===== src/ltc_pkg.sv =====
// constants, register map and carrier types of the link and transaction register bank
// What this block does
// full-packet select set: upstream buffers whole packet; clear: cut-through
// cut-through start is mid-packet minus early-forward code cycles, upstream only
// arbiter hold set: stay on granted port while its request pends
// arbiter hold clear: move to a requesting port with enough credit
// non-posted whole-buffer set: non-posted packets fully stored before forwarding
// posted-no-pass set: posted never overtakes an earlier non-posted packet
// cross-egress ordering set: strict order among packets for different egress ports
// completion tag ordering set: completions with different tags kept in order
// page-crossing bit set: check requests for 4KB crossing; clear: no check
// receive power ack count writable, values 0 to 6, resets to 3
// transmit power ack count, values 0 to 6, resets to 0
// read-only wide consecutive-packet tally in top nibble, cleared through bit 2
// writing one to link-layer reset bit resets link layer; writing one clears
// nullify enable, reset set, allows generating nullified packets
// flags: nullified seen, length mismatch, sequence fault, retry store full
// flags: ECC fix/fatal, retransmit timeout, short/long check fail, nullified check
// last negative-ack sequence per direction recorded, receive 11:0, transmit 27:16, flags
// whole-chip cross-domain bit: 1 cross-domain, 0 transparent
// shared-memory disable set only via port 0, switch-wide, 1 disables
// legacy video decode bit, 1 enables, resets enabled
// bifurcation enable bit turns bifurcation on, off at reset
// three writable four-bit skew windows, one per rate, reset to C
// reserved fields read their defaults and ignore writes
package ltc_pkg;
    localparam int unsigned NUM_RW = 8;
    localparam logic [11:0] OFF_TALLY_CTRL = 12'h450;
    localparam logic [11:0] OFF_LINK_ERR = 12'h454;
    localparam logic [11:0] OFF_NAK_REC = 12'h458;
    localparam logic [11:0] OFF_MISC_CTRL = 12'h45C;
    localparam logic [11:0] OFF_LINK_TX_DBG = 12'h460;
    localparam logic [11:0] OFF_LINK_RX_DBG = 12'h464;
    localparam logic [11:0] OFF_MAC_TX_DBG = 12'h468;
    localparam logic [11:0] OFF_MAC_RX_DBG = 12'h46C;
    localparam logic [11:0] OFF_ANALYZER = 12'h470;
    localparam logic [11:0] OFF_TL_CAP = 12'h4C0;
    localparam logic [11:0] OFF_FWD_ORDER = 12'h4C4;
    localparam logic [11:0] OFF_TL_MODE = 12'h4C8;
    localparam logic [11:0] OFF_VP_RING = 12'h4CC;
    localparam logic [11:0] OFF_TL_DBG_SEL = 12'h4D0;
    localparam logic [11:0] OFF_DEV_CFG0 = 12'h504;
    // index order of the writable words
    localparam logic [2:0] IDX_TALLY_CTRL = 3'h0;
    localparam logic [2:0] IDX_LINK_ERR = 3'h1;
    localparam logic [2:0] IDX_MISC_CTRL = 3'h2;
    localparam logic [2:0] IDX_FWD_ORDER = 3'h5;
    localparam logic [11:0] RW_OFF [NUM_RW] = '{12'h450, 12'h454, 12'h45C, 12'h470,
                                              12'h4C0, 12'h4C4, 12'h4C8, 12'h4D0};
    localparam logic [31:0] RW_MASK [NUM_RW] = '{32'h0000_07FF, 32'h0007_7000, 32'h7FFF_FFFD,
                                               32'hFFFF_FFFF, 32'h0000_0701, 32'h0007_EDFF,
                                               32'h0000_00F0, 32'hFF00_0000};
    localparam logic [31:0] RW_RST [NUM_RW] = '{32'h0000_07F9, 32'h0000_3000, 32'h0CCC_2C81,
                                              32'h0000_00CB, 32'h0000_0001, 32'h0000_8008,
                                              32'h0000_0010, 32'h0000_0000};
    // fixed read values of reserved and read-only parts
    localparam logic [31:0] TALLY_RSVD = 32'h0002_8000;
    localparam logic [31:0] LINK_ERR_RSVD_NARROW = 32'h1F18_8000;
    localparam logic [31:0] LINK_ERR_RSVD_WIDE = 32'h0F18_8000;
    localparam logic [31:0] TL_MODE_FIXED = 32'h0000_0004;
    localparam logic [31:0] LINK_TX_DBG_VAL = 32'h0000_0070;
    localparam logic [31:0] MAC_TX_DBG_VAL = 32'h0098_0029;
    localparam logic [31:0] VP_RING_VAL = 32'h0000_000A;
    // field positions
    localparam int unsigned TALLY_RUN_BIT = 2;
    localparam int unsigned TALLY_LSB = 28;
    localparam int unsigned RCV_ACK_LSB = 12;
    localparam int unsigned XMIT_ACK_LSB = 16;
    localparam logic [2:0] PM_ACK_MAX = 3'h6;
    localparam int unsigned NULLIFY_BIT = 0;
    localparam int unsigned DLL_RST_BIT = 1;
    localparam int unsigned SKEW1_LSB = 16;
    localparam int unsigned SKEW2_LSB = 20;
    localparam int unsigned SKEW3_LSB = 24;
    localparam int unsigned BIFURC_BIT = 29;
    localparam int unsigned VGA_BIT = 0;
    localparam int unsigned MEMSHARE_BIT = 5;
    localparam int unsigned STORE_BIT = 0;
    localparam int unsigned EARLY_LSB = 1;
    localparam int unsigned HOLD_BIT = 4;
    localparam int unsigned XEGRESS_BIT = 5;
    localparam int unsigned CPL_BIT = 6;
    localparam int unsigned NPW_BIT = 7;
    localparam int unsigned PAGE_BIT = 11;
    localparam int unsigned PNP_BIT = 13;
    localparam int unsigned RX_NAK_FLAG_BIT = 15;
    localparam int unsigned TX_NAK_LSB = 16;
    localparam int unsigned TX_NAK_FLAG_BIT = 31;
    localparam int unsigned CD_BIT = 6;
    localparam logic [13:0] PAGE_BYTES = 14'h1000;

    typedef struct packed {
        logic valid;
        logic write;
        logic [11:0] addr;
        logic [31:0] wdata;
        logic [3:0] be;
    } ltc_cfg_req_t;

    typedef struct packed {
        logic nullified_seen;
        logic length_mismatch_seen;
        logic sequence_fault_seen;
        logic retry_store_full;
        logic ecc_fix_seen;
        logic ecc_fatal_seen;
        logic retransmit_timeout_seen;
        logic short_check_fail;
        logic long_check_fail;
        logic nullified_check_seen;
        logic nak_rx;
        logic nak_tx;
        logic [11:0] nak_rx_seq;
        logic [11:0] nak_tx_seq;
    } ltc_link_evt_t;

    typedef struct packed {
        logic store_whole;
        logic [1:0] early_code;
        logic arb_hold;
        logic cross_egress_order;
        logic cpl_tag_order;
        logic nonposted_whole_buffer;
        logic posted_no_pass_nonposted;
        logic page_crossing_check;
        logic nullify_en;
        logic dll_reset;
        logic bifurcate_en;
        logic vga_decode;
        logic mem_share_off;
        logic whole_chip_cross_domain;
        logic [2:0] up_port_sel;
        logic [2:0] rcv_power_ack_count;
        logic [2:0] xmit_power_ack_count;
        logic [3:0] rate1_skew_window;
        logic [3:0] rate2_skew_window;
        logic [3:0] rate3_skew_window;
    } ltc_policy_t;
endpackage


===== src/ltc_rr_arbiter.sv =====
// round-robin egress arbiter with optional hold on the granted port
module ltc_rr_arbiter #(
    parameter int unsigned PORTS = 4
) (
    input wire logic clk_sys_i,
    input wire logic rstn_i,
    input wire logic hold_i,
    input wire logic advance_i,
    input wire logic [PORTS-1:0] req_i,
    input wire logic [PORTS-1:0] credit_ok_i,
    output logic [PORTS-1:0] grant_o
);
    localparam int unsigned IW = (PORTS > 1) ? $clog2(PORTS) : 1;
    logic [IW-1:0] cur;
    logic gnt_valid;
    logic keep;
    logic found;
    logic [IW-1:0] pick;
    logic [PORTS-1:0] eligible;

    assign eligible = req_i & credit_ok_i;
    // hold ignores credit so a starved big packet is not overtaken
    assign keep = gnt_valid && req_i[cur] && !advance_i && (hold_i || credit_ok_i[cur]);

    always_comb begin
        logic [IW-1:0] k;
        k = cur;
        found = 1'b0;
        pick = cur;
        for (int unsigned i = 1; i <= PORTS; i++) begin
            k = (k == IW'(PORTS - 1)) ? '0 : IW'(k + 1'b1);
            if (!found && eligible[k]) begin
                found = 1'b1;
                pick = k;
            end
        end
    end

    always_ff @(posedge clk_sys_i or negedge rstn_i) begin
        if (!rstn_i) begin
            cur <= '0;
            gnt_valid <= 1'b0;
        end else if (!keep) begin
            cur <= pick;
            gnt_valid <= found;
        end
    end

    always_comb begin
        grant_o = '0;
        grant_o[cur] = gnt_valid;
    end
endmodule


===== src/ltc_csr_bank.sv =====
// per-port link and transaction control and status register bank with policy outputs
module ltc_csr_bank
    import ltc_pkg::*;
#(
    parameter int unsigned PORTS = 4,
    parameter logic IS_PORT0 = 1'b1,
    parameter logic WIDE_LINK = 1'b0,
    parameter int unsigned LEN_W = 10
) (
    input wire logic clk_sys_i,
    input wire logic rstn_i,
    input wire ltc_pkg::ltc_cfg_req_t cfg_req_i,
    output logic cfg_ack_o,
    output logic [31:0] cfg_rdata_o,
    input wire ltc_pkg::ltc_link_evt_t link_evt_i,
    input wire logic b2b_pulse_i,
    input wire logic strap_cross_domain_i,
    input wire logic [2:0] strap_up_port_i,
    input wire logic strap_mem_share_off_i,
    output ltc_pkg::ltc_policy_t policy_o,
    input wire logic [LEN_W-1:0] pkt_len_i,
    input wire logic [LEN_W-1:0] pkt_beat_i,
    input wire logic pkt_nonposted_i,
    output logic fwd_start_o,
    input wire logic np_pending_i,
    output logic posted_hold_o,
    input wire logic [11:0] req_addr_i,
    input wire logic [12:0] req_bytes_i,
    output logic page_cross_o,
    input wire logic arb_advance_i,
    input wire logic [PORTS-1:0] arb_req_i,
    input wire logic [PORTS-1:0] arb_credit_ok_i,
    output logic [PORTS-1:0] arb_grant_o
);
    import ltc_pkg::*;

    function automatic logic [3:0] find_rw(input logic [11:0] addr);
        find_rw = 4'h0;
        for (int unsigned i = 0; i < NUM_RW; i++) begin
            if (addr == RW_OFF[i]) begin
                find_rw = {1'b1, 3'(i)};
            end
        end
    endfunction

    function automatic logic [31:0] byte_merge(input logic [31:0] old, input logic [31:0] nw,
                                               input logic [3:0] be, input logic [31:0] msk);
        logic [31:0] lanes;
        lanes = {{8{be[3]}}, {8{be[2]}}, {8{be[1]}}, {8{be[0]}}} & msk;
        byte_merge = (old & ~lanes) | (nw & lanes);
    endfunction

    logic [31:0] rw_q [NUM_RW];
    logic [31:0] ro_part [NUM_RW];
    logic [3:0] tally;
    logic [9:0] flags;
    logic [11:0] rx_nak_seq;
    logic [11:0] tx_nak_seq;
    logic rx_nak_flag;
    logic tx_nak_flag;
    logic dll_rst;
    logic [4:0] strap_s1;
    logic [4:0] strap_s2;
    logic [4:0] strap_s3;
    logic [4:0] strap_val;

    // bus decode
    logic [3:0] hit_w;
    logic is_wr;
    logic [31:0] wdata_adj;
    logic [31:0] next_rdata;
    logic dll_wr_one;
    assign hit_w = find_rw(cfg_req_i.addr);
    assign is_wr = cfg_req_i.valid && cfg_req_i.write;
    assign dll_wr_one = is_wr && cfg_req_i.addr == OFF_MISC_CTRL && cfg_req_i.be[0] &&
                        cfg_req_i.wdata[DLL_RST_BIT];

    // out-of-range power ack counts are dropped, the field keeps its value
    logic [2:0] rcv_wr;
    logic [2:0] xmit_wr;
    logic [31:0] link_err_q;
    assign link_err_q = rw_q[IDX_LINK_ERR];
    assign rcv_wr = cfg_req_i.wdata[RCV_ACK_LSB +: 3];
    assign xmit_wr = cfg_req_i.wdata[XMIT_ACK_LSB +: 3];
    always_comb begin
        wdata_adj = cfg_req_i.wdata;
        if (hit_w[2:0] == IDX_LINK_ERR) begin
            if (rcv_wr > PM_ACK_MAX) begin
                wdata_adj[RCV_ACK_LSB +: 3] = link_err_q[RCV_ACK_LSB +: 3];
            end
            if (xmit_wr > PM_ACK_MAX) begin
                wdata_adj[XMIT_ACK_LSB +: 3] = link_err_q[XMIT_ACK_LSB +: 3];
            end
        end
    end

    // writable words; masks keep reserved and read-only bits out of reach
    always_ff @(posedge clk_sys_i or negedge rstn_i) begin
        if (!rstn_i) begin
            for (int unsigned i = 0; i < NUM_RW; i++) begin
                rw_q[i] <= RW_RST[i];
            end
        end else if (is_wr && hit_w[3]) begin
            rw_q[hit_w[2:0]] <= byte_merge(rw_q[hit_w[2:0]], wdata_adj, cfg_req_i.be,
                                           RW_MASK[hit_w[2:0]]);
        end
    end

    // link-layer reset bit: a written one flips it, so one write enters and one leaves
    always_ff @(posedge clk_sys_i or negedge rstn_i) begin
        if (!rstn_i) begin
            dll_rst <= 1'b0;
        end else if (dll_wr_one) begin
            dll_rst <= !dll_rst;
        end
    end

    // error flags: sticky, wiped while the link layer is held in reset; a new event wins
    logic [9:0] evt_flags;
    assign evt_flags = {link_evt_i.nullified_check_seen, link_evt_i.long_check_fail,
                        link_evt_i.short_check_fail, link_evt_i.retransmit_timeout_seen,
                        link_evt_i.ecc_fatal_seen, link_evt_i.ecc_fix_seen,
                        link_evt_i.retry_store_full, link_evt_i.sequence_fault_seen,
                        link_evt_i.length_mismatch_seen, link_evt_i.nullified_seen};
    always_ff @(posedge clk_sys_i or negedge rstn_i) begin
        if (!rstn_i) begin
            flags <= '0;
        end else begin
            flags <= (dll_rst ? 10'h000 : flags) | evt_flags;
        end
    end

    always_ff @(posedge clk_sys_i or negedge rstn_i) begin
        if (!rstn_i) begin
            rx_nak_seq <= '0;
            tx_nak_seq <= '0;
            rx_nak_flag <= 1'b0;
            tx_nak_flag <= 1'b0;
        end else begin
            rx_nak_flag <= link_evt_i.nak_rx || (rx_nak_flag && !dll_rst);
            tx_nak_flag <= link_evt_i.nak_tx || (tx_nak_flag && !dll_rst);
            if (link_evt_i.nak_rx) begin
                rx_nak_seq <= link_evt_i.nak_rx_seq;
            end
            if (link_evt_i.nak_tx) begin
                tx_nak_seq <= link_evt_i.nak_tx_seq;
            end
        end
    end

    // consecutive-packet tally runs while its enable is set and is held clear otherwise
    logic tally_run;
    assign tally_run = rw_q[IDX_TALLY_CTRL][TALLY_RUN_BIT];
    always_ff @(posedge clk_sys_i or negedge rstn_i) begin
        if (!rstn_i) begin
            tally <= '0;
        end else if (!tally_run) begin
            tally <= '0;
        end else if (b2b_pulse_i && tally != 4'hF) begin
            tally <= tally + 4'h1;
        end
    end

    // straps come from pins: three flops, a change counts once the last two agree
    logic [4:0] strap_pins;
    assign strap_pins = {strap_cross_domain_i, strap_up_port_i, strap_mem_share_off_i};
    always_ff @(posedge clk_sys_i or negedge rstn_i) begin
        if (!rstn_i) begin
            strap_s1 <= '0;
            strap_s2 <= '0;
            strap_s3 <= '0;
            strap_val <= '0;
        end else begin
            strap_s1 <= strap_pins;
            strap_s2 <= strap_s1;
            strap_s3 <= strap_s2;
            for (int unsigned i = 0; i < 5; i++) begin
                if (strap_s2[i] == strap_s3[i]) begin
                    strap_val[i] <= strap_s3[i];
                end
            end
        end
    end

    // only port 0 owns the switch-wide sharing switch; other ports read it as zero
    logic mem_share_off;
    assign mem_share_off = IS_PORT0 && strap_val[0];

    // read-only parts laid over the writable words
    always_comb begin
        for (int unsigned i = 0; i < NUM_RW; i++) begin
            ro_part[i] = '0;
        end
        ro_part[IDX_TALLY_CTRL] = TALLY_RSVD | {tally, 28'h0000000};
        ro_part[IDX_LINK_ERR] = (WIDE_LINK ? LINK_ERR_RSVD_WIDE : LINK_ERR_RSVD_NARROW) |
                                {22'h000000, flags};
        ro_part[IDX_MISC_CTRL] = {30'h00000000, dll_rst, 1'b0};
        ro_part[4] = {26'h0000000, mem_share_off, 5'h00};
        ro_part[6] = TL_MODE_FIXED;
    end

    always_comb begin
        next_rdata = 32'h0000_0000;
        if (hit_w[3]) begin
            next_rdata = (rw_q[hit_w[2:0]] & RW_MASK[hit_w[2:0]]) | ro_part[hit_w[2:0]];
        end else begin
            case (cfg_req_i.addr)
                OFF_NAK_REC: begin
                    next_rdata = {tx_nak_flag, 3'h0, tx_nak_seq, rx_nak_flag, 3'h0, rx_nak_seq};
                end
                OFF_LINK_TX_DBG: next_rdata = LINK_TX_DBG_VAL;
                OFF_MAC_TX_DBG: next_rdata = MAC_TX_DBG_VAL;
                OFF_VP_RING: next_rdata = IS_PORT0 ? VP_RING_VAL : 32'h0000_0000;
                OFF_DEV_CFG0: begin
                    next_rdata = IS_PORT0 ? {25'h0000000, strap_val[4], 3'h0, strap_val[3:1]}
                                          : 32'h0000_0000;
                end
                default: next_rdata = 32'h0000_0000;
            endcase
        end
    end

    always_ff @(posedge clk_sys_i or negedge rstn_i) begin
        if (!rstn_i) begin
            cfg_ack_o <= 1'b0;
            cfg_rdata_o <= '0;
        end else begin
            cfg_ack_o <= cfg_req_i.valid;
            if (cfg_req_i.valid && !cfg_req_i.write) begin
                cfg_rdata_o <= next_rdata;
            end
        end
    end

    // policy fan-out
    logic [31:0] fwd_q;
    logic [31:0] misc_q;
    assign fwd_q = rw_q[IDX_FWD_ORDER];
    assign misc_q = rw_q[IDX_MISC_CTRL];
    always_comb begin
        policy_o.store_whole = fwd_q[STORE_BIT];
        policy_o.early_code = fwd_q[EARLY_LSB +: 2];
        policy_o.arb_hold = fwd_q[HOLD_BIT];
        policy_o.cross_egress_order = fwd_q[XEGRESS_BIT];
        policy_o.cpl_tag_order = fwd_q[CPL_BIT];
        policy_o.nonposted_whole_buffer = fwd_q[NPW_BIT];
        policy_o.posted_no_pass_nonposted = fwd_q[PNP_BIT];
        policy_o.page_crossing_check = fwd_q[PAGE_BIT];
        policy_o.nullify_en = misc_q[NULLIFY_BIT];
        policy_o.dll_reset = dll_rst;
        policy_o.bifurcate_en = misc_q[BIFURC_BIT];
        policy_o.vga_decode = rw_q[4][VGA_BIT];
        policy_o.mem_share_off = mem_share_off;
        policy_o.whole_chip_cross_domain = strap_val[4];
        policy_o.up_port_sel = strap_val[3:1];
        policy_o.rcv_power_ack_count = link_err_q[RCV_ACK_LSB +: 3];
        policy_o.xmit_power_ack_count = link_err_q[XMIT_ACK_LSB +: 3];
        policy_o.rate1_skew_window = misc_q[SKEW1_LSB +: 4];
        policy_o.rate2_skew_window = misc_q[SKEW2_LSB +: 4];
        policy_o.rate3_skew_window = misc_q[SKEW3_LSB +: 4];
    end

    // forwarding start: whole-packet waits for the last beat, cut-through starts early
    logic whole_w;
    logic [LEN_W-1:0] mid_w;
    logic [LEN_W-1:0] thresh_w;
    logic [LEN_W-1:0] last_w;
    assign whole_w = fwd_q[STORE_BIT] || (pkt_nonposted_i && fwd_q[NPW_BIT]);
    assign mid_w = pkt_len_i >> 1;
    assign thresh_w = (mid_w > LEN_W'(fwd_q[EARLY_LSB +: 2])) ?
                      LEN_W'(mid_w - LEN_W'(fwd_q[EARLY_LSB +: 2])) : '0;
    assign last_w = (pkt_len_i == '0) ? '0 : LEN_W'(pkt_len_i - 1'b1);
    assign fwd_start_o = whole_w ? (pkt_beat_i >= last_w) : (pkt_beat_i >= thresh_w);

    assign posted_hold_o = fwd_q[PNP_BIT] && np_pending_i;

    logic [13:0] req_end;
    assign req_end = 14'(req_addr_i) + 14'(req_bytes_i);
    assign page_cross_o = fwd_q[PAGE_BIT] && (req_end > PAGE_BYTES);

    ltc_rr_arbiter #(
        .PORTS(PORTS)
    ) u_arb (
        .clk_sys_i(clk_sys_i),
        .rstn_i(rstn_i),
        .hold_i(fwd_q[HOLD_BIT]),
        .advance_i(arb_advance_i),
        .req_i(arb_req_i),
        .credit_ok_i(arb_credit_ok_i),
        .grant_o(arb_grant_o)
    );
endmodule


===== config.mk =====
export PLATFORM = sky130hd
export DESIGN_NAME = ltc_csr_bank
export DESIGN_NICKNAME = d
export VERILOG_FILES = /design/src/ltc_pkg.sv /design/src/ltc_rr_arbiter.sv /design/src/ltc_csr_bank.sv
export SDC_FILE = /design/constraint.sdc
export NUM_CORES = 1
export LEC_CHECK = 0
export BUFFER_PORTS_ARGS = -buffer_cell sky130_fd_sc_hd__buf_2
export CORE_ASPECT_RATIO = 0.9
export CORE_MARGIN = 3
export CORE_UTILIZATION = 53
export CTS_CLUSTER_DIAMETER = 40
export DETAILED_ROUTE_END_ITERATION = 8
export PLACE_DENSITY = 0.77
export SYNTH_ARGS = -nofsm -noshare
export SYNTH_HDL_FRONTEND = slang
export SYNTH_SLANG_ARGS = --single-unit

===== constraint.sdc =====
create_clock -name clk_sys_i -period 2.9 [get_ports clk_sys_i]
set_clock_uncertainty 0.2 [all_clocks]
set_input_delay 0.29 -clock clk_sys_i [delete_from_list [all_inputs] [get_ports clk_sys_i]]
set_output_delay 0.29 -clock clk_sys_i [all_outputs]
set_load 0.05 [all_outputs]

---- Word level (Yosys, flattened, before mapping) ----
Memory sizes are Yosys's and may differ from the RTL's.
Cells that the tools add are included.
storage, ports and cells
  memories kept ........................... 1
  output and inout port bits .............. 76
  bits in writable memories ............... 0
  register bits after elaboration ......... 353
  logic and storage cells ................. 177
  latch bits .............................. 0
  bits in read-only memories .............. 256
memories
  name              words  width  read ports  clocked after memory_dff  wr ports  line                 source
  (name not given)  8      32     1           0                         0         ltc_csr_bank.sv:205  next_rdata = (rw_q[hit_w[2:0]] & RW_MASK[hit_w[2:0]]) | ro_part[hit_w[2:0]];
cells by class
  shifts and indexed selects .............. 0
  multipliers ............................. 0
  magnitude comparators ................... 14
  muxes and demuxes ....................... 57
  bitwise gates (word level) .............. 12
  div/mod/pow operators ................... 0
  reductions and logical operators ........ 33
  add/sub/neg operators ................... 8
  equality and inequality tests ........... 25
operator list
  operator                 number
  $bwmux W256              1
  $mux W32                 8
  $bmux W32 S3             2
  $pmux W32 S5             1
  $eq A12 B11 Y1 const B   13
  $and A32 B32 Y32         4
  $demux W32 S3            1
  $or A32 B32 Y32          2
  $mux W4                  10
  $not A32 Y32             1
  $mux W10                 3
  $ge A10 B10 Y1           2
  $logic_and A1 B1 Y1      20
  $mux W2                  8
  $lt A2 B3 Y1 const B     5
  $add A12 B13 Y14         1
  $gt A14 B13 Y1 const B   1
  $bmux W1 S2              6
  $mux W1                  12
  $mux W3                  4
  $logic_not A10 Y1        1
  $or A10 B10 Y10          1
  $sub A10 B1 Y10 const B  1
  $sub A9 B2 Y10           1
  other kinds (20)         40

---- Longest topological paths before layout ----
Gate-level depths: netlist of run 1.
  word-level depth ........................ 18
  depth in mapped cells ................... 15
  gate-level depth less buffers ........... 15

---- By module ----
Synthesis of run 1 repeated with hierarchy kept, for this count alone.
second synthesis, totals
  cells, all modules ...................... 1825
  area total of the unflattened synthesis .. 17704.5 um^2
modules (own cells, without submodules)
  module          seq. area each (um^2)  cells each  times used  area each (um^2)
  ltc_csr_bank    8797.2                 1779        1           17330.4
  ltc_rr_arbiter  75.1                   46          1           374.1

---- Worst setup path after synthesis of run 1 ----
No wires, ideal clock.
  path kind ............................... input to output
  from .................................... input req_addr_i[0]
  to ...................................... output page_cross_o
  arrival time ............................ 3429 ps
  buffers on the path ..................... 0
  path slack .............................. -1019 ps
  cell stages on the path ................. 10
  cell sequence ........................... ha_1 -> fa_1 -> a21oi_1 -> nor2b_1 -> o21ai_0 -> a31oi_1 -> xnor2_1 -> nand4_1 -> a2111oi_0 -> nor4b_1
on the way
  cells in the longest elaborated chain, start to end .. 3
RTL lines
  what                 line                 source
  start: declaration   ltc_csr_bank.sv:27   input wire logic [11:0] req_addr_i,
  $add A12 B13 Y14     ltc_csr_bank.sv:278  assign req_end = 14'(req_addr_i) + 14'(req_bytes_i);
  $gt A14 B13 Y1       ltc_csr_bank.sv:279  assign page_cross_o = fwd_q[PAGE_BIT] && (req_end > PAGE_BYTES);
  $logic_and A1 B1 Y1  ltc_csr_bank.sv:279
  end: declaration     ltc_csr_bank.sv:29   output logic page_cross_o,
No other way between the ends.

---- Worst setup path in the final report of run 1 ----
  from .................................... register rw_q (netlist bit fwd_q[2])
  to ...................................... output fwd_start_o
on the way
  cells in the longest elaborated chain, start to end .. 4
RTL lines
  what                                            line                                      source
  start: declaration                              ltc_csr_bank.sv:53                        logic [31:0] rw_q [NUM_RW];
  start signal: indexed assignment                ltc_csr_bank.sv:101                       rw_q[i] <= RW_RST[i];
  start signal: indexed assignment                ltc_csr_bank.sv:104                       rw_q[hit_w[2:0]] <= byte_merge(rw_q[hit_w[2:0]], wdata_adj, cfg_req_i.be,
  $sub A9 B2 Y10 or $gt A9 B2 Y1 (tied branches)  ltc_csr_bank.sv:271, ltc_csr_bank.sv:270
  $mux W10 *                                      ltc_csr_bank.sv:270                       assign thresh_w = (mid_w > LEN_W'(fwd_q[EARLY_LSB +: 2])) ?
  $ge A10 B10 Y1 *                                ltc_csr_bank.sv:273                       assign fwd_start_o = whole_w ? (pkt_beat_i >= last_w) : (pkt_beat_i >= thresh_w);
  $mux W1 *                                       ltc_csr_bank.sv:273
  end: declaration                                ltc_csr_bank.sv:24                        output logic fwd_start_o,
Mark *: on every way between the ends. The rest lies on a longest branch, timed or not.

==> impl_summary.md, run 1 <==
Synthesis
The number of synthesized flops with an enable pin is 0. The share of the yosys chip area belonging to registers is 0.516. Counting every instance in the synthesized netlist gives 1808. Counting instances in the post-synthesis netlist gives the leading cell types as 358 x sky130_fd_sc_hd__nand2_1, 322 x sky130_fd_sc_hd__dfrtp_1, 200 x sky130_fd_sc_hd__o21ai_0. The share of flip-flops with an asynchronous set or reset is 1.00. Of all cell types, the one taking the most synthesized area is sky130_fd_sc_hd__dfrtp_1. The mean area per synthesized cell is 9.50 um^2. By area the synthesized netlist is led by sky130_fd_sc_hd__dfrtp_1 47%, sky130_fd_sc_hd__nand2_1 7.8%, sky130_fd_sc_hd__o21ai_0 5.8%, sky130_fd_sc_hd__dfstp_2 4.7%, sky130_fd_sc_hd__clkbuf_1 3.5%. The number of nets in the synthesized netlist is 2006. The post-synthesis cell type count is 80.

The number of warning messages in the yosys log is 0. The cell area that synthesis handed to floorplanning was 17200 um^2. In this run, synthesis produced a sequential element count of 353. The portion of synthesized cell area occupied by the leading cell type is 0.469. Among all flip-flop cells after synthesis, the most frequent one is sky130_fd_sc_hd__dfrtp_1.

By instance count, the leading cell after synthesis is sky130_fd_sc_hd__nand2_1.

Cells and area
The final cell count without fillers is 2563. The number of filler cells placed in the layout is 2226. Of the cells placed in the final design, the portion with a size suffix greater than 1 is 0.300. The number of antenna diodes in the final layout is 0.

With fillers left out, the area of the finished cells amounts to 22200 um^2. The area overhead of the layout relative to synthesis is 29.3%. At the end of the flow the core is filled with cells to 0.706. The total number of nets in the final design is 2320.

Routing
The routed via count divided by cell count is 5.94. The routed layout has 15200 vias. The number of iterations in the first detailed-routing pass is 8. The routed length per instance is 20.6 um. The wire length after detailed routing is 52800 um. The post-route antenna net violation count is 0. The detailed router finished its first iteration with 1394 violations. For this run, design rule violations remaining after detail routing come to 0.

Place
Summing all placed instances gives a cell area of 19900 um^2. The final weighted congestion in routability-driven placement is 0.917. After legalization and detailed placement, the total HPWL measured 35900 um. The number of placed instances, taps included, is 2422. The worst slack at placement is -0.644 ns. During placement, the flow inserted port buffers numbering 225.

Clocking
Clock-pin slew was measured on the worst setup and hold paths at 0.06 ns. The clock tree root driver cell is sky130_fd_sc_hd__clkbuf_16. The number of clock buffers added by TritonCTS is 40. The count of H-tree levels built during CTS is 2.

TritonCTS built the clock tree. The clock reaches the later pin of the worst-skew pair after 0.55 ns. Counting along the longest clock path gives a buffer depth of 3. The sink count of the clock tree is 353.

Flow run
The tool flagged a number of max-cap violations equal to 0.

Die
The region available for standard cell placement spans 31400 um^2. From left edge to right edge, the die measures 196 um. For this configuration, the core starts out at a cell density of 0.546. The boundary pin count is 226. The floorplan has 61 rows.

The total die area is 34600 um^2. The vertical extent of the die is 177 um.

Pwr
Cell internal power was estimated by the tool at 8.82 mW. The overall power consumption is 11.8 mW. In this run the static leakage power is 10.1 nW. The power density relative to cell area is 533 nW/um^2.

Across the VDD grid, the largest voltage drop is 0.000637 V. The switching power total is 3.01 mW. Of the total power, combinational logic draws 0.111.

The share of total power in the clock network is 0.458. Of the total power, registers draw 0.431. Of the total power, the share spent switching nets is 0.255.

Setup path
The category of the worst setup path launch point is a flip-flop. The worst register-to-register path begins at fwd_q[4]. The worst-path maximum fanout is 2.

The startpoint of the most critical setup path is fwd_q[2]. Data on the critical path arrives at its endpoint at 3.33 ns. The worst setup path is captured at an output pin. The data required time at the worst endpoint is 2.41 ns. The critical path in this run is classified as reg2out.

Timing
The share of the cycle needed by the critical path after routing is 1.32. The actual slew at the worst max-slew pin is 0.685 ns. Setup repair after global routing could not meet its margin everywhere.

The max-slew violation count is 0. Setup violations remaining at the end of the flow were counted as 2. The timing-limited maximum frequency is 0.262 GHz. The worst pin sits at a relative slew slack of 0.541.

The final setup slack of the worst path is -0.920 ns. The hold violation count in the final report is 0. The final critical delay including setup and external delays is 3.82 ns.

GRT
For this run, global-route usage on met1 was measured as 0.403. Entering global routing, the biggest net connects 85 pins. The number of global-route vias before repair came to 15400. The remaining global-route overflow is 0. Across every metal layer, demand over resource in global routing totals 0.300. The met2 usage in global routing is 0.501. For this run, global-route usage on met3 was measured as 0.0520. The global-route wire length before repair is 83300 um. The initial antenna violation count is 0. met2 is the most crowded layer.

Run status
The flow ran to the end, but the final reports show violations. The checks that failed: negative setup slack.

Hold path
The startpoint identified for the worst hold timing path is cfg_req_i[22]. The class of the worst hold path is in2reg.
[path summary, 6_finish.rpt]
path | slack, ns | end | cells past startpoint
max in group asynchronous | 1.53 | rw_q[229] | 3
worst min-delay path | 0.01 | misc_q[18] | 4
worst min register to register | 0.15 | strap_s2[3] | 0
worst max-delay path | -0.92 | fwd_start_o | 11
min in group asynchronous | 0.14 | rw_q[118] | 2
worst max register to register | 0.52 | u_arb.gnt_valid | 5
[state kept, by name (all words and copies together), names as in the netlist]
signal,cells
cfg_ack_o,1
cfg_rdata_o,32
dll_rst,1
flags,10
fwd_q,32
link_err_q,32
misc_q,32
policy_o,1
rw_q,159
rx_nak_flag,1
rx_nak_seq,12
strap_s1,5
strap_s2,5
strap_s3,5
strap_val,5
tally,4
tx_nak_flag,1
tx_nak_seq,12
u_arb.cur,2
u_arb.gnt_valid,1
[logic make-up (layout without fill, tap and decap cells)]
group,count (synthesis),in the layout,share of synthesized area
AND/OR/NAND/NOR,592,592,0.159
AO/OA/AOI/OAI,494,494,0.174
flip-flops,353,353,0.516
buffers and inverters,226,572,0.0572
multiplexers,67,67,0.0431
adder cells (fa/ha/maj),54,54,0.0393
XOR/XNOR,22,22,0.0112
[area by class of cell]
type                       instances  area (um^2)  area share
clock buffer                      50         1090      0.0490
timing repair buffer             485         3590       0.162
sequential                       353         8870       0.399
clock inverter                    24          343      0.0154
inverter                          13         51.3     0.00231
multi-input combinational       1229         7760       0.349
tap                              409          512      0.0230
[power by group through the flow]
stage,Clock [mW],Sequential (mW),Combinational [mW]
3_3_place_gp,0,5.17,1.16
3_5_place_dp,0,5.18,1.20
6_report,5.42,5.09,1.31
5_1_grt,5.68,5.10,1.43
2_1_floorplan,0,5.26,0.589
4_1_cts,5.46,5.09,1.29
[routing by layer]
layer,vias to the layer above,routed length (um)
met4,0,1690
li1,6915,-
met1,7422,21000
met3,117,4630
met5,-,0
met2,768,25500
[layout by cell type (no fill, tap or decap), types with 28 or more instances in the layout]
cell and n:
sky130_fd_sc_hd__nand2_1 350, sky130_fd_sc_hd__dfrtp_1 322, sky130_fd_sc_hd__buf_2 220, sky130_fd_sc_hd__buf_4 176, sky130_fd_sc_hd__o21ai_1 141, sky130_fd_sc_hd__a21oi_1 92, sky130_fd_sc_hd__o21ai_0 81, sky130_fd_sc_hd__nor2_1 69
sky130_fd_sc_hd__dlygate4sd3_1 57, sky130_fd_sc_hd__clkbuf_16 40, sky130_fd_sc_hd__mux2i_1 36, sky130_fd_sc_hd__ha_1 36, sky130_fd_sc_hd__nand3_1 35, sky130_fd_sc_hd__dfstp_2 31, sky130_fd_sc_hd__a21o_1 28
[worst max-delay path, stage by stage (launching register included)]
cell	delay (ns)
sky130_fd_sc_hd__dfrtp_1	0.38
sky130_fd_sc_hd__inv_2	0.10
sky130_fd_sc_hd__ha_4	0.22
sky130_fd_sc_hd__a211oi_4	0.26
sky130_fd_sc_hd__nand2_1	0.11
sky130_fd_sc_hd__or3_4	0.39
sky130_fd_sc_hd__or4b_4	0.51
sky130_fd_sc_hd__ha_4	0.29
sky130_fd_sc_hd__o211ai_1	0.07
sky130_fd_sc_hd__a21oi_1	0.16
sky130_fd_sc_hd__o22a_4	0.16
sky130_fd_sc_hd__buf_6	0.14
[timing repair]
item                                    in CTS  in global routing
endpoints found under the setup margin      14                133
pin swaps                                   15                  7
setup buffers                                6                  6
endpoints found under the hold margin      173                  0
resized for setup                           24                 24
hold buffers                                57                  0
[per-stage QoR]
stage | setup TNS [ns] | hold WS (ns)
floorplan | -11.65 | -0.206
global placement | -82.15 | 0.133
detailed placement | -87.49 | 0.137
CTS | -0.931 | 0.00127
global route | -1.22 | 0.0399
finish | -0.921 | 0.0125
Note: power is estimated with default switching activity, not from simulation.
==> run 2, diff against run 1 <==
--- a/config.mk
+++ b/config.mk
@@ -7,11 +7,11 @@
 export LEC_CHECK = 0
 export BUFFER_PORTS_ARGS = -buffer_cell sky130_fd_sc_hd__buf_2
 export CORE_ASPECT_RATIO = 0.9
-export CORE_MARGIN = 3
 export CORE_UTILIZATION = 53
 export CTS_CLUSTER_DIAMETER = 40
 export DETAILED_ROUTE_END_ITERATION = 8
-export PLACE_DENSITY = 0.77
+export PLACE_DENSITY = 0.76
 export SYNTH_ARGS = -nofsm -noshare
 export SYNTH_HDL_FRONTEND = slang
+export SYNTH_HIERARCHICAL = 1
 export SYNTH_SLANG_ARGS = --single-unit
==> impl_summary.md, run 2 <==
Synthesis
The dominant combinational cell family by area after synthesis is compound AO/OA/AOI/OAI gates (unchanged). Synth top area cells: sky130_fd_sc_hd__dfrtp_1 46%, sky130_fd_sc_hd__nand2_1 6.2%, sky130_fd_sc_hd__o21ai_0 5.2%, sky130_fd_sc_hd__dfstp_2 4.6%, sky130_fd_sc_hd__clkbuf_1 3.4% (was sky130_fd_sc_hd__dfrtp_1 47%, sky130_fd_sc_hd__nand2_1 7.8%, sky130_fd_sc_hd__o21ai_0 5.8%, sky130_fd_sc_hd__dfstp_2 4.7%, sky130_fd_sc_hd__clkbuf_1 3.5%). The portion of synthesized cell area occupied by the leading cell type is 0.455 (was 0.469).

The number of nets produced by synthesis is 2023 (was 2006). The dominant cell type by area after synthesis is sky130_fd_sc_hd__dfrtp_1 (unchanged). The mean area per synthesized cell is 9.70 um^2 (was 9.50 um^2). The post-synthesis adder-cell area fraction is 0.0382 (was 0.0393). Cell types with the highest counts after synthesis: 322 x sky130_fd_sc_hd__dfrtp_1, 294 x sky130_fd_sc_hd__nand2_1, 184 x sky130_fd_sc_hd__o21ai_0 (was 358 x sky130_fd_sc_hd__nand2_1, 322 x sky130_fd_sc_hd__dfrtp_1, 200 x sky130_fd_sc_hd__o21ai_0).

The post-synthesis xor/xnor area fraction is 0.0114 (was 0.0112). The number of register bits inferred by synthesis was 353 (unchanged). The share of flip-flops with an asynchronous set or reset is 1.00 (unchanged). The compound-gate portion of the synthesized area is 0.194 (was 0.174). The prevailing post-synth register cell is sky130_fd_sc_hd__dfrtp_1 (unchanged). The number of warning messages in the yosys log is 6 (was 0).

The leading cell type by number of instances after synthesis is sky130_fd_sc_hd__dfrtp_1 (was sky130_fd_sc_hd__nand2_1). The number of synthesized flops with an enable pin was 0 (unchanged). The share of cell area taken by muxes after synthesis came to 0.0408 (was 0.0431). The post-synthesis cell type count is 85 (was 80). The number of standard cells after synthesis is 1825 (was 1808). The share of the yosys chip area belonging to registers is 0.501 (was 0.516).

The cell area after synthesis is 17700 um^2 (was 17200 um^2). The simple-gate portion of the synthesized area is 0.157 (was 0.159).

Clocking
The TritonCTS clock tree is done (unchanged). The clock slew at the register clock pins of the worst setup and hold paths was 0.05 ns (was 0.06 ns). The deepest clock path buffer count came to 3 (unchanged).

The latest clock arrival within the worst-skew pair was 0.57 ns (was 0.55 ns). The sink count of the clock tree is 353 (unchanged). The number of clock buffers inserted by TritonCTS was 42 (was 40). The clock tree root driver cell is sky130_fd_sc_hd__clkbuf_16 (unchanged).

The count of H-tree levels built during CTS came to 2 (unchanged).

Timing
The smallest hold slack was 0.0295 ns (was 0.0125 ns). The actual slew at the worst max-slew pin is 0.863 ns (was 0.685 ns). The max-slew violation count is 0 (unchanged). Setup repair after global routing missed its margin: true (unchanged). The final setup slack of the worst path is -0.786 ns (was -0.920 ns).

The share of the cycle needed by the critical path after routing was 1.27 (was 1.32). The total setup violations reported at the end of the flow is 2 (unchanged). The headroom to the max-slew limit is 0.418 (was 0.541). The timing-limited maximum frequency is 0.271 GHz (was 0.262 GHz). The final critical delay including setup and external delays is 3.69 ns (was 3.82 ns). The hold violation count in the final report came to 0 (unchanged).

Setup path
Ordered list of cells on the worst path: ha_2, inv_2, fa_2, a21oi_4, buf_4, nand2_2, nand2_1, ha_1, a21o_1, a21o_1, a211oi_2, o21ai_1, a31oi_2, nor4_4, buf_6 (was inv_2, ha_4, a211oi_4, nand2_1, or3_4, or4b_4, ha_4, o211ai_1, a21oi_1, o22a_4, buf_6). The worst setup path category is reg2out (unchanged). The arrival time at the worst endpoint is 3.20 ns (was 3.33 ns). The type of destination of the critical path was an output pin (unchanged).

The worst-path maximum fanout is 2 (unchanged). The category of the worst setup path launch point is a flip-flop (unchanged). The family with the most delay on the worst path is compound AO/OA/AOI/OAI gates (was simple AND/OR/NAND/NOR gates). The maximum single-stage delay on the critical path is 0.37 ns (was 0.51 ns).

The master of the slowest instance on the critical path is sky130_fd_sc_hd__fa_2 (was sky130_fd_sc_hd__or4b_4). The data required time at the worst endpoint came to 2.41 ns (about the same). The cell with the most instances on the worst path is sky130_fd_sc_hd__a21o_1 (was sky130_fd_sc_hd__ha_4).

The combined buffer and inverter count along the critical path is 3 (was 2).

Routing
The wire length after detailed routing is 59300 um (was 52800 um). The number of iterations in the first detailed-routing pass was 8 (unchanged). The DRC violations left is 0 (unchanged). The post-route antenna net violation count is 0 (unchanged). The routed length per instance is 22.1 um (was 20.6 um). The number of vias after detailed routing is 16500 (was 15200).

The routed via count divided by cell count is 6.14 (was 5.94). The DRC violation total after the first TritonRoute iteration is 1410 (was 1394).

Die
The total die area is 34100 um^2 (was 34600 um^2). The boundary pin count is 226 (unchanged). The die extent in x is 195 um (was 196 um). The vertical extent of the die is 175 um (was 177 um). The number of cell rows was 63 (was 61). The initial core utilization was 0.539 (was 0.546).

The total core area is 32900 um^2 (was 31400 um^2).

GRT
The global router's overall resource usage is 0.349 (was 0.300). The initial antenna violation count is 1 (was 0). The met1 usage was 0.451 (was 0.403). The met2 usage in global routing was 0.569 (was 0.501). The layer with the highest usage was met2 (unchanged). The met3 track demand over resource came to 0.0662 (was 0.0520). The global-route wire length before repair is 92400 um (was 83300 um). The remaining global-route overflow came to 0 (unchanged).

The number of global-route vias before repair is 16600 (was 15400). The pin count of the biggest net entering global routing is 85 (unchanged).

Cells and area
The share of final-layout standard cells stronger than drive strength 1 is 0.324 (was 0.300). The number of filler cells placed in the layout was 2261 (was 2226). The area overhead of the layout relative to synthesis was 34.1% (was 29.3%). The flip-flop count of the largest register after layout is 159 (unchanged). The total number of nets in the final design was 2423 (was 2320). The largest register by flop count is rw_q (unchanged). The leading cell type in the layout, fill and taps excluded is sky130_fd_sc_hd__dfrtp_1 (was sky130_fd_sc_hd__nand2_1).

Commonest cells after routing, fill and taps aside: 322 x sky130_fd_sc_hd__dfrtp_1, 292 x sky130_fd_sc_hd__nand2_1, 242 x sky130_fd_sc_hd__buf_4 (was 350 x sky130_fd_sc_hd__nand2_1, 322 x sky130_fd_sc_hd__dfrtp_1, 220 x sky130_fd_sc_hd__buf_2).

Pwr
The largest voltage drop on the vdd net is 0.000540 V (was 0.000637 V). The leakage power is 11.0 nW (was 10.1 nW). The overall power consumption is 12.2 mW (was 11.8 mW). The power density relative to cell area is 516 nW/um^2 (was 533 nW/um^2).

Flow run
The max-capacitance violation count is 0 (unchanged).

Hold path
The class of the worst hold path is in2reg (unchanged).

Run status
Failing checks: negative setup slack (unchanged). Outcome: finished with violations (unchanged).

Place
The final weighted congestion in routability-driven placement is 0.904 (was 0.917). The total half-perimeter wirelength after legalization and detailed placement is 40100 um (was 35900 um). The count of input and output buffers was 225 (unchanged).
run 2: cell types whose count changed after synthesis, moves of 15 or more:
cell,previous run,this run
sky130_fd_sc_hd__and3_1,10,26
sky130_fd_sc_hd__o21ai_1,25,10
sky130_fd_sc_hd__nand2_1,358,294
sky130_fd_sc_hd__o21ai_0,200,184
sky130_fd_sc_hd__nor2_1,70,48
sky130_fd_sc_hd__and2_1,15,33
sky130_fd_sc_hd__a21oi_1,97,56
sky130_fd_sc_hd__nand2b_1,7,30
sky130_fd_sc_hd__o31ai_1,4,24
run 2: worst register-to-register path: cells and delay by family, from the launching register on:
kind            cells  cell delay [ns]
flops               1             0.49
fa+ha+maj           1             0.38
mux                 1             0.55
buf+inv             1             0.10
compound gates      3             0.61
run 2: per-stage QoR:
step | cells | utilization | worst slack (ns) | TNS, ns | instance area, um^2
3_3_place_gp | 2528 | 0.647 | -0.575 | -37.35 | 21300
5_1_grt | 2682 | 0.723 | -0.883 | -0.969 | 23800
4_1_cts | 2679 | 0.721 | -0.810 | -0.810 | 23700
6_report | 2682 | 0.723 | -0.786 | -0.788 | 23800
2_1_floorplan | 1825 | - | -0.396 | -9.81 | 18300
3_5_place_dp | 2528 | 0.647 | -0.668 | -43.31 | 21300
run 2: power by group:
part	internal, mW	leakage [nW]	switching, mW
Clock	3.47	0.752	2.34
Sequential	5.01	4.67	0.0783
Combinational	0.599	5.62	0.747
run 2: area by class of cell:
type,count,area [um^2],share of cell area
Tap cell,422,528,0.0222
Antenna cell,1,2.50,0.000105
Clock inverter,27,397,0.0167
Timing Repair Buffer,569,4290,0.181
Multi-Input combinational cell,1237,8410,0.354
Sequential cell,353,8870,0.374
Inverter,22,88.8,0.00374
Clock buffer,51,1160,0.0487
run 2: kinds of logic after synthesis:
kind of cell             Yosys count
buffers and inverters            235
multiplexers                      67
XOR/XNOR                          23
flip-flops                       353
AND/OR/NAND/NOR                  582
adder cells (fa/ha/maj)           54
AO/OA/AOI/OAI                    511
run 2: per-layer routing:
metal	share of wire	vias up
li1	-	7321
met5	0	-
met3	0.084	211
met2	0.47	898
met4	0.050	0
met1	0.39	8032
run 2: what timing repair did:
item / in CTS / in global routing
hold buffers: 71 / 0
buffers inserted: 2 / 2
endpoints found under the hold margin: 251 / 0
gates resized for setup: 32 / 7
endpoints found under the setup margin: 2 / 6
pin swaps: 29 / 11
run 2: worst paths after layout:
kind | slack (ns) | depth (start not counted) | to | startpoint
worst max register to register | 0.51 | 6 | u_arb/cur[0] | u_arb/cur[1]
worst min-delay path | 0.03 | 5 | u_arb/cur[1] | arb_credit_ok_i[1]
worst max-delay path | -0.79 | 15 | fwd_start_o | fwd_q[1]
max in group asynchronous | 1.53 | 3 | rw_q[229] | rstn_i
min in group asynchronous | 0.07 | 2 | cfg_rdata_o[26] | rstn_i
worst min register to register | 0.15 | 0 | strap_s2[2] | strap_s1[2]
==> run 3, diff against run 2 <==
--- a/config.mk
+++ b/config.mk
@@ -7,10 +7,10 @@
 export LEC_CHECK = 0
 export BUFFER_PORTS_ARGS = -buffer_cell sky130_fd_sc_hd__buf_2
 export CORE_ASPECT_RATIO = 0.9
-export CORE_UTILIZATION = 53
+export CORE_UTILIZATION = 40
 export CTS_CLUSTER_DIAMETER = 40
 export DETAILED_ROUTE_END_ITERATION = 8
-export PLACE_DENSITY = 0.76
+export PLACE_DENSITY = 0.6
 export SYNTH_ARGS = -nofsm -noshare
 export SYNTH_HDL_FRONTEND = slang
 export SYNTH_HIERARCHICAL = 1
==> constraint.sdc (replaced) <==
create_clock -name clk_sys_i -period 3.3 [get_ports clk_sys_i]
set_clock_uncertainty 0.2 [all_clocks]
set_input_delay 0.33 -clock clk_sys_i [delete_from_list [all_inputs] [get_ports clk_sys_i]]
set_output_delay 0.33 -clock clk_sys_i [all_outputs]
set_load 0.05 [all_outputs]
==> impl_summary.md, run 3 (same netlist as run 2, synthesis figures left out) <==
Run status
Outcome: finished with violations (unchanged). Failing checks: negative setup slack (unchanged).

Pwr
The share of total power in the clock network came to 0.493 (was 0.474). The sequential cell fraction of total power is 0.409 (was 0.416). The internal power consumption is 8.13 mW (was 9.08 mW).

The switching power total came to 2.80 mW (was 3.16 mW). The part of the total power dissipated in combinational logic was 0.098 (was 0.110). The leakage power is 10.7 nW (was 11.0 nW). The largest voltage drop on the vdd net is 0.000374 V (was 0.000540 V). The power density relative to cell area is 473 nW/um^2 (was 516 nW/um^2).

The switching share of total power is 0.256 (was 0.258).

Cells and area
Commonest cells after routing, fill and taps aside: 322 x sky130_fd_sc_hd__dfrtp_1, 292 x sky130_fd_sc_hd__nand2_1, 222 x sky130_fd_sc_hd__buf_2 (was 322 x sky130_fd_sc_hd__dfrtp_1, 292 x sky130_fd_sc_hd__nand2_1, 242 x sky130_fd_sc_hd__buf_4). The number of filler cells placed in the layout is 3856 (was 2261). The antenna cell count is 0 (was 1). The largest register by flop count is rw_q (unchanged). The share of final-layout standard cells stronger than drive strength 1 came to 0.299 (was 0.324). The area overhead of the layout relative to synthesis is 30.6% (was 34.1%). The leading cell type in the layout, fill and taps excluded is sky130_fd_sc_hd__dfrtp_1 (unchanged). The flip-flop count of the largest register after layout is 159 (unchanged). The final cell count without fillers is 2805 (was 2682). The final non-filler cell area is 23100 um^2 (was 23800 um^2). The total number of nets in the final design is 2370 (was 2423).

Setup path
The category of the worst setup path launch point is a flip-flop (unchanged). The worst setup path category is reg2out (unchanged). The worst-path maximum fanout is 2 (unchanged). The master of the slowest instance on the critical path is sky130_fd_sc_hd__dfrtp_1 (was sky130_fd_sc_hd__fa_2).

The type of destination of the critical path is an output pin (unchanged). The data required time at the worst endpoint is 2.77 ns (was 2.41 ns). The register-to-register setup slack is 0.91 ns (was 0.51 ns).

Ordered list of cells on the worst path: ha_2, inv_2, fa_2, a21oi_4, buf_6, nand2_2, nand2_1, ha_1, a21o_1, a21o_1, a211oi_2, o21ai_2, a31oi_4, nor4_4, buf_6 (was ha_2, inv_2, fa_2, a21oi_4, buf_4, nand2_2, nand2_1, ha_1, a21o_1, a21o_1, a211oi_2, o21ai_1, a31oi_2, nor4_4, buf_6). The endpoint of the worst register-to-register path is u_arb/cur[0] (unchanged). The startpoint of the lowest-slack register-to-register path is u_arb/cur[0] (was u_arb/cur[1]). The arrival time at the worst endpoint was 3.30 ns (was 3.20 ns). The worst reg-to-reg path cell count is 6 (unchanged).

The maximum single-stage delay on the critical path is 0.42 ns (was 0.37 ns).

Clocking
The clock tree root driver cell is sky130_fd_sc_hd__clkbuf_16 (unchanged). The TritonCTS clock tree is done (unchanged). The clock slew at the register clock pins of the worst setup and hold paths came to 0.05 ns (about the same). The latest clock arrival within the worst-skew pair is 0.57 ns (about the same). The deepest clock path buffer count came to 3 (unchanged). The count of H-tree levels built during CTS is 2 (unchanged). The sink count of the clock tree came to 353 (unchanged). The number of clock buffers inserted by TritonCTS is 49 (was 42).

Routing
The routed via count divided by cell count is 5.46 (was 6.14). The post-route antenna net violation count is 0 (unchanged). The number of vias after detailed routing is 15300 (was 16500). The routed length per instance is 20.6 um (was 22.1 um). The wire length after detailed routing is 57800 um (was 59300 um). The DRC violations left is 0 (unchanged).

The DRC violation total after the first TritonRoute iteration is 1078 (was 1410). The number of iterations in the first detailed-routing pass came to 5 (was 8).

Die
The number of cell rows came to 72 (was 63). The initial core utilization was 0.409 (was 0.539). The vertical extent of the die is 202 um (was 175 um). The total die area was 45100 um^2 (was 34100 um^2). The die extent in x is 224 um (was 195 um).

The total core area is 43300 um^2 (was 32900 um^2). The boundary pin count is 226 (unchanged).

Place
The count of input and output buffers was 225 (unchanged). The final weighted congestion in routability-driven placement was 0.915 (was 0.904). The placement-stage cell area is 20800 um^2 (was 21300 um^2). The number of placed instances, taps included is 2658 (was 2528).

The total half-perimeter wirelength after legalization and detailed placement is 41800 um (was 40100 um).

GRT
The initial antenna violation count is 0 (was 1). The global router's overall resource usage came to 0.259 (was 0.349). The pin count of the biggest net entering global routing is 88 (was 85). The number of global-route vias before repair came to 15600 (was 16600). The remaining global-route overflow is 0 (unchanged). The global-route wire length before repair is 90600 um (was 92400 um).

Flow run
The max-capacitance violation count came to 0 (unchanged).

Timing
The final critical delay including setup and external delays is 3.83 ns. The total setup violations reported at the end of the flow is 1 (was 2). The hold violation count in the final report is 0 (unchanged). The headroom to the max-slew limit is 0.425 (was 0.418).

Setup repair after global routing missed its margin: true (unchanged). The actual slew at the worst max-slew pin is 0.852 ns (was 0.863 ns). Of the available clock period, the critical path in the final layout requires 1.16.

The final setup slack of the worst path is -0.532 ns (was -0.786 ns). The max-slew violation count is 0 (unchanged). Static timing analysis puts the maximum clock frequency at 0.261 GHz.

Hold path
The cell count of the worst hold path is 4 (was 5). The launch point of the worst hold path is cfg_req_i[5] (was arb_credit_ok_i[1]). The class of the worst hold path is in2reg (unchanged). The worst-case hold path end point is dll_rst (was u_arb/cur[1]).
-- run 3: layout make-up --
type | instances | area, um^2 | share of cell area
multi-input combinational | 1237 | 8010 | 0.347
timing repair buffer | 509 | 3720 | 0.161
clock buffer | 61 | 1340 | 0.0581
clock inverter | 31 | 349 | 0.0151
inverter | 22 | 83.8 | 0.00363
tap | 592 | 741 | 0.0320
sequential | 353 | 8870 | 0.384
-- run 3: how the worst max path moves through the flow --
stage                       startpoint           to  slack, ns
after global routing          fwd_q[1]  fwd_start_o      -0.66
after detailed placement  pkt_len_i[1]  fwd_start_o      -0.32
after CTS                     fwd_q[1]  fwd_start_o      -0.54
after global placement    pkt_len_i[1]  fwd_start_o      -0.33
after floorplan           pkt_len_i[4]  fwd_start_o      -0.08
final                         fwd_q[1]  fwd_start_o      -0.53
-- run 3: power groups by stage --
stage	clock [mW]	sequential [mW]	combinational, mW
floorplan	0	4.57	0.537
global placement	0	4.54	0.977
detailed placement	0	4.55	0.999
CTS	5.47	4.47	1.07
global route	5.67	4.48	1.18
finish	5.38	4.47	1.07
-- run 3: what timing repair did --
| item | CTS | global route |
|---|---|---|
| endpoints found under the hold margin | 132 | 0 |
| buffers inserted | 2 | 0 |
| setup endpoints to repair | 2 | 2 |
| hold buffers | 53 | 0 |
| pin swaps | 13 | 8 |
| gates resized for setup | 12 | 9 |
-- run 3: per-stage QoR --
step | total power, mW | utilization | TNS, ns | hold WS (ns) | setup WS (ns)
floorplan | 5.11 | - | -0.107 | -0.166 | -0.0765
global placement | 5.52 | 0.480 | -10.40 | 0.132 | -0.327
detailed placement | 5.55 | 0.480 | -16.71 | 0.142 | -0.325
CTS | 11.0 | 0.533 | -0.537 | 0.0102 | -0.537
global route | 11.3 | 0.534 | -0.664 | 0.0308 | -0.664
finish | 10.9 | 0.534 | -0.532 | 0.0205 | -0.532
-- run 3: worst max-delay path: cells and delay by family, from the launching register on --
kind / cells / cell delay [ns]
DFF: 1 / 0.42
adders and majority gates: 3 / 0.78
and+or+nand+nor: 3 / 0.16
buffers and inverters: 3 / 0.32
AOI/OAI and AO/OA: 6 / 1.07
-- run 3: metal layers --
layer,share of wire,vias to the layer above,wire length [um],track usage
li1,-,7210,-,-
met1,0.44,7533,25500,0.356
met2,0.47,495,27100,0.419
met3,0.059,85,3410,0.0356
met4,0.030,0,1730,0.0886
met5,0,-,0,0
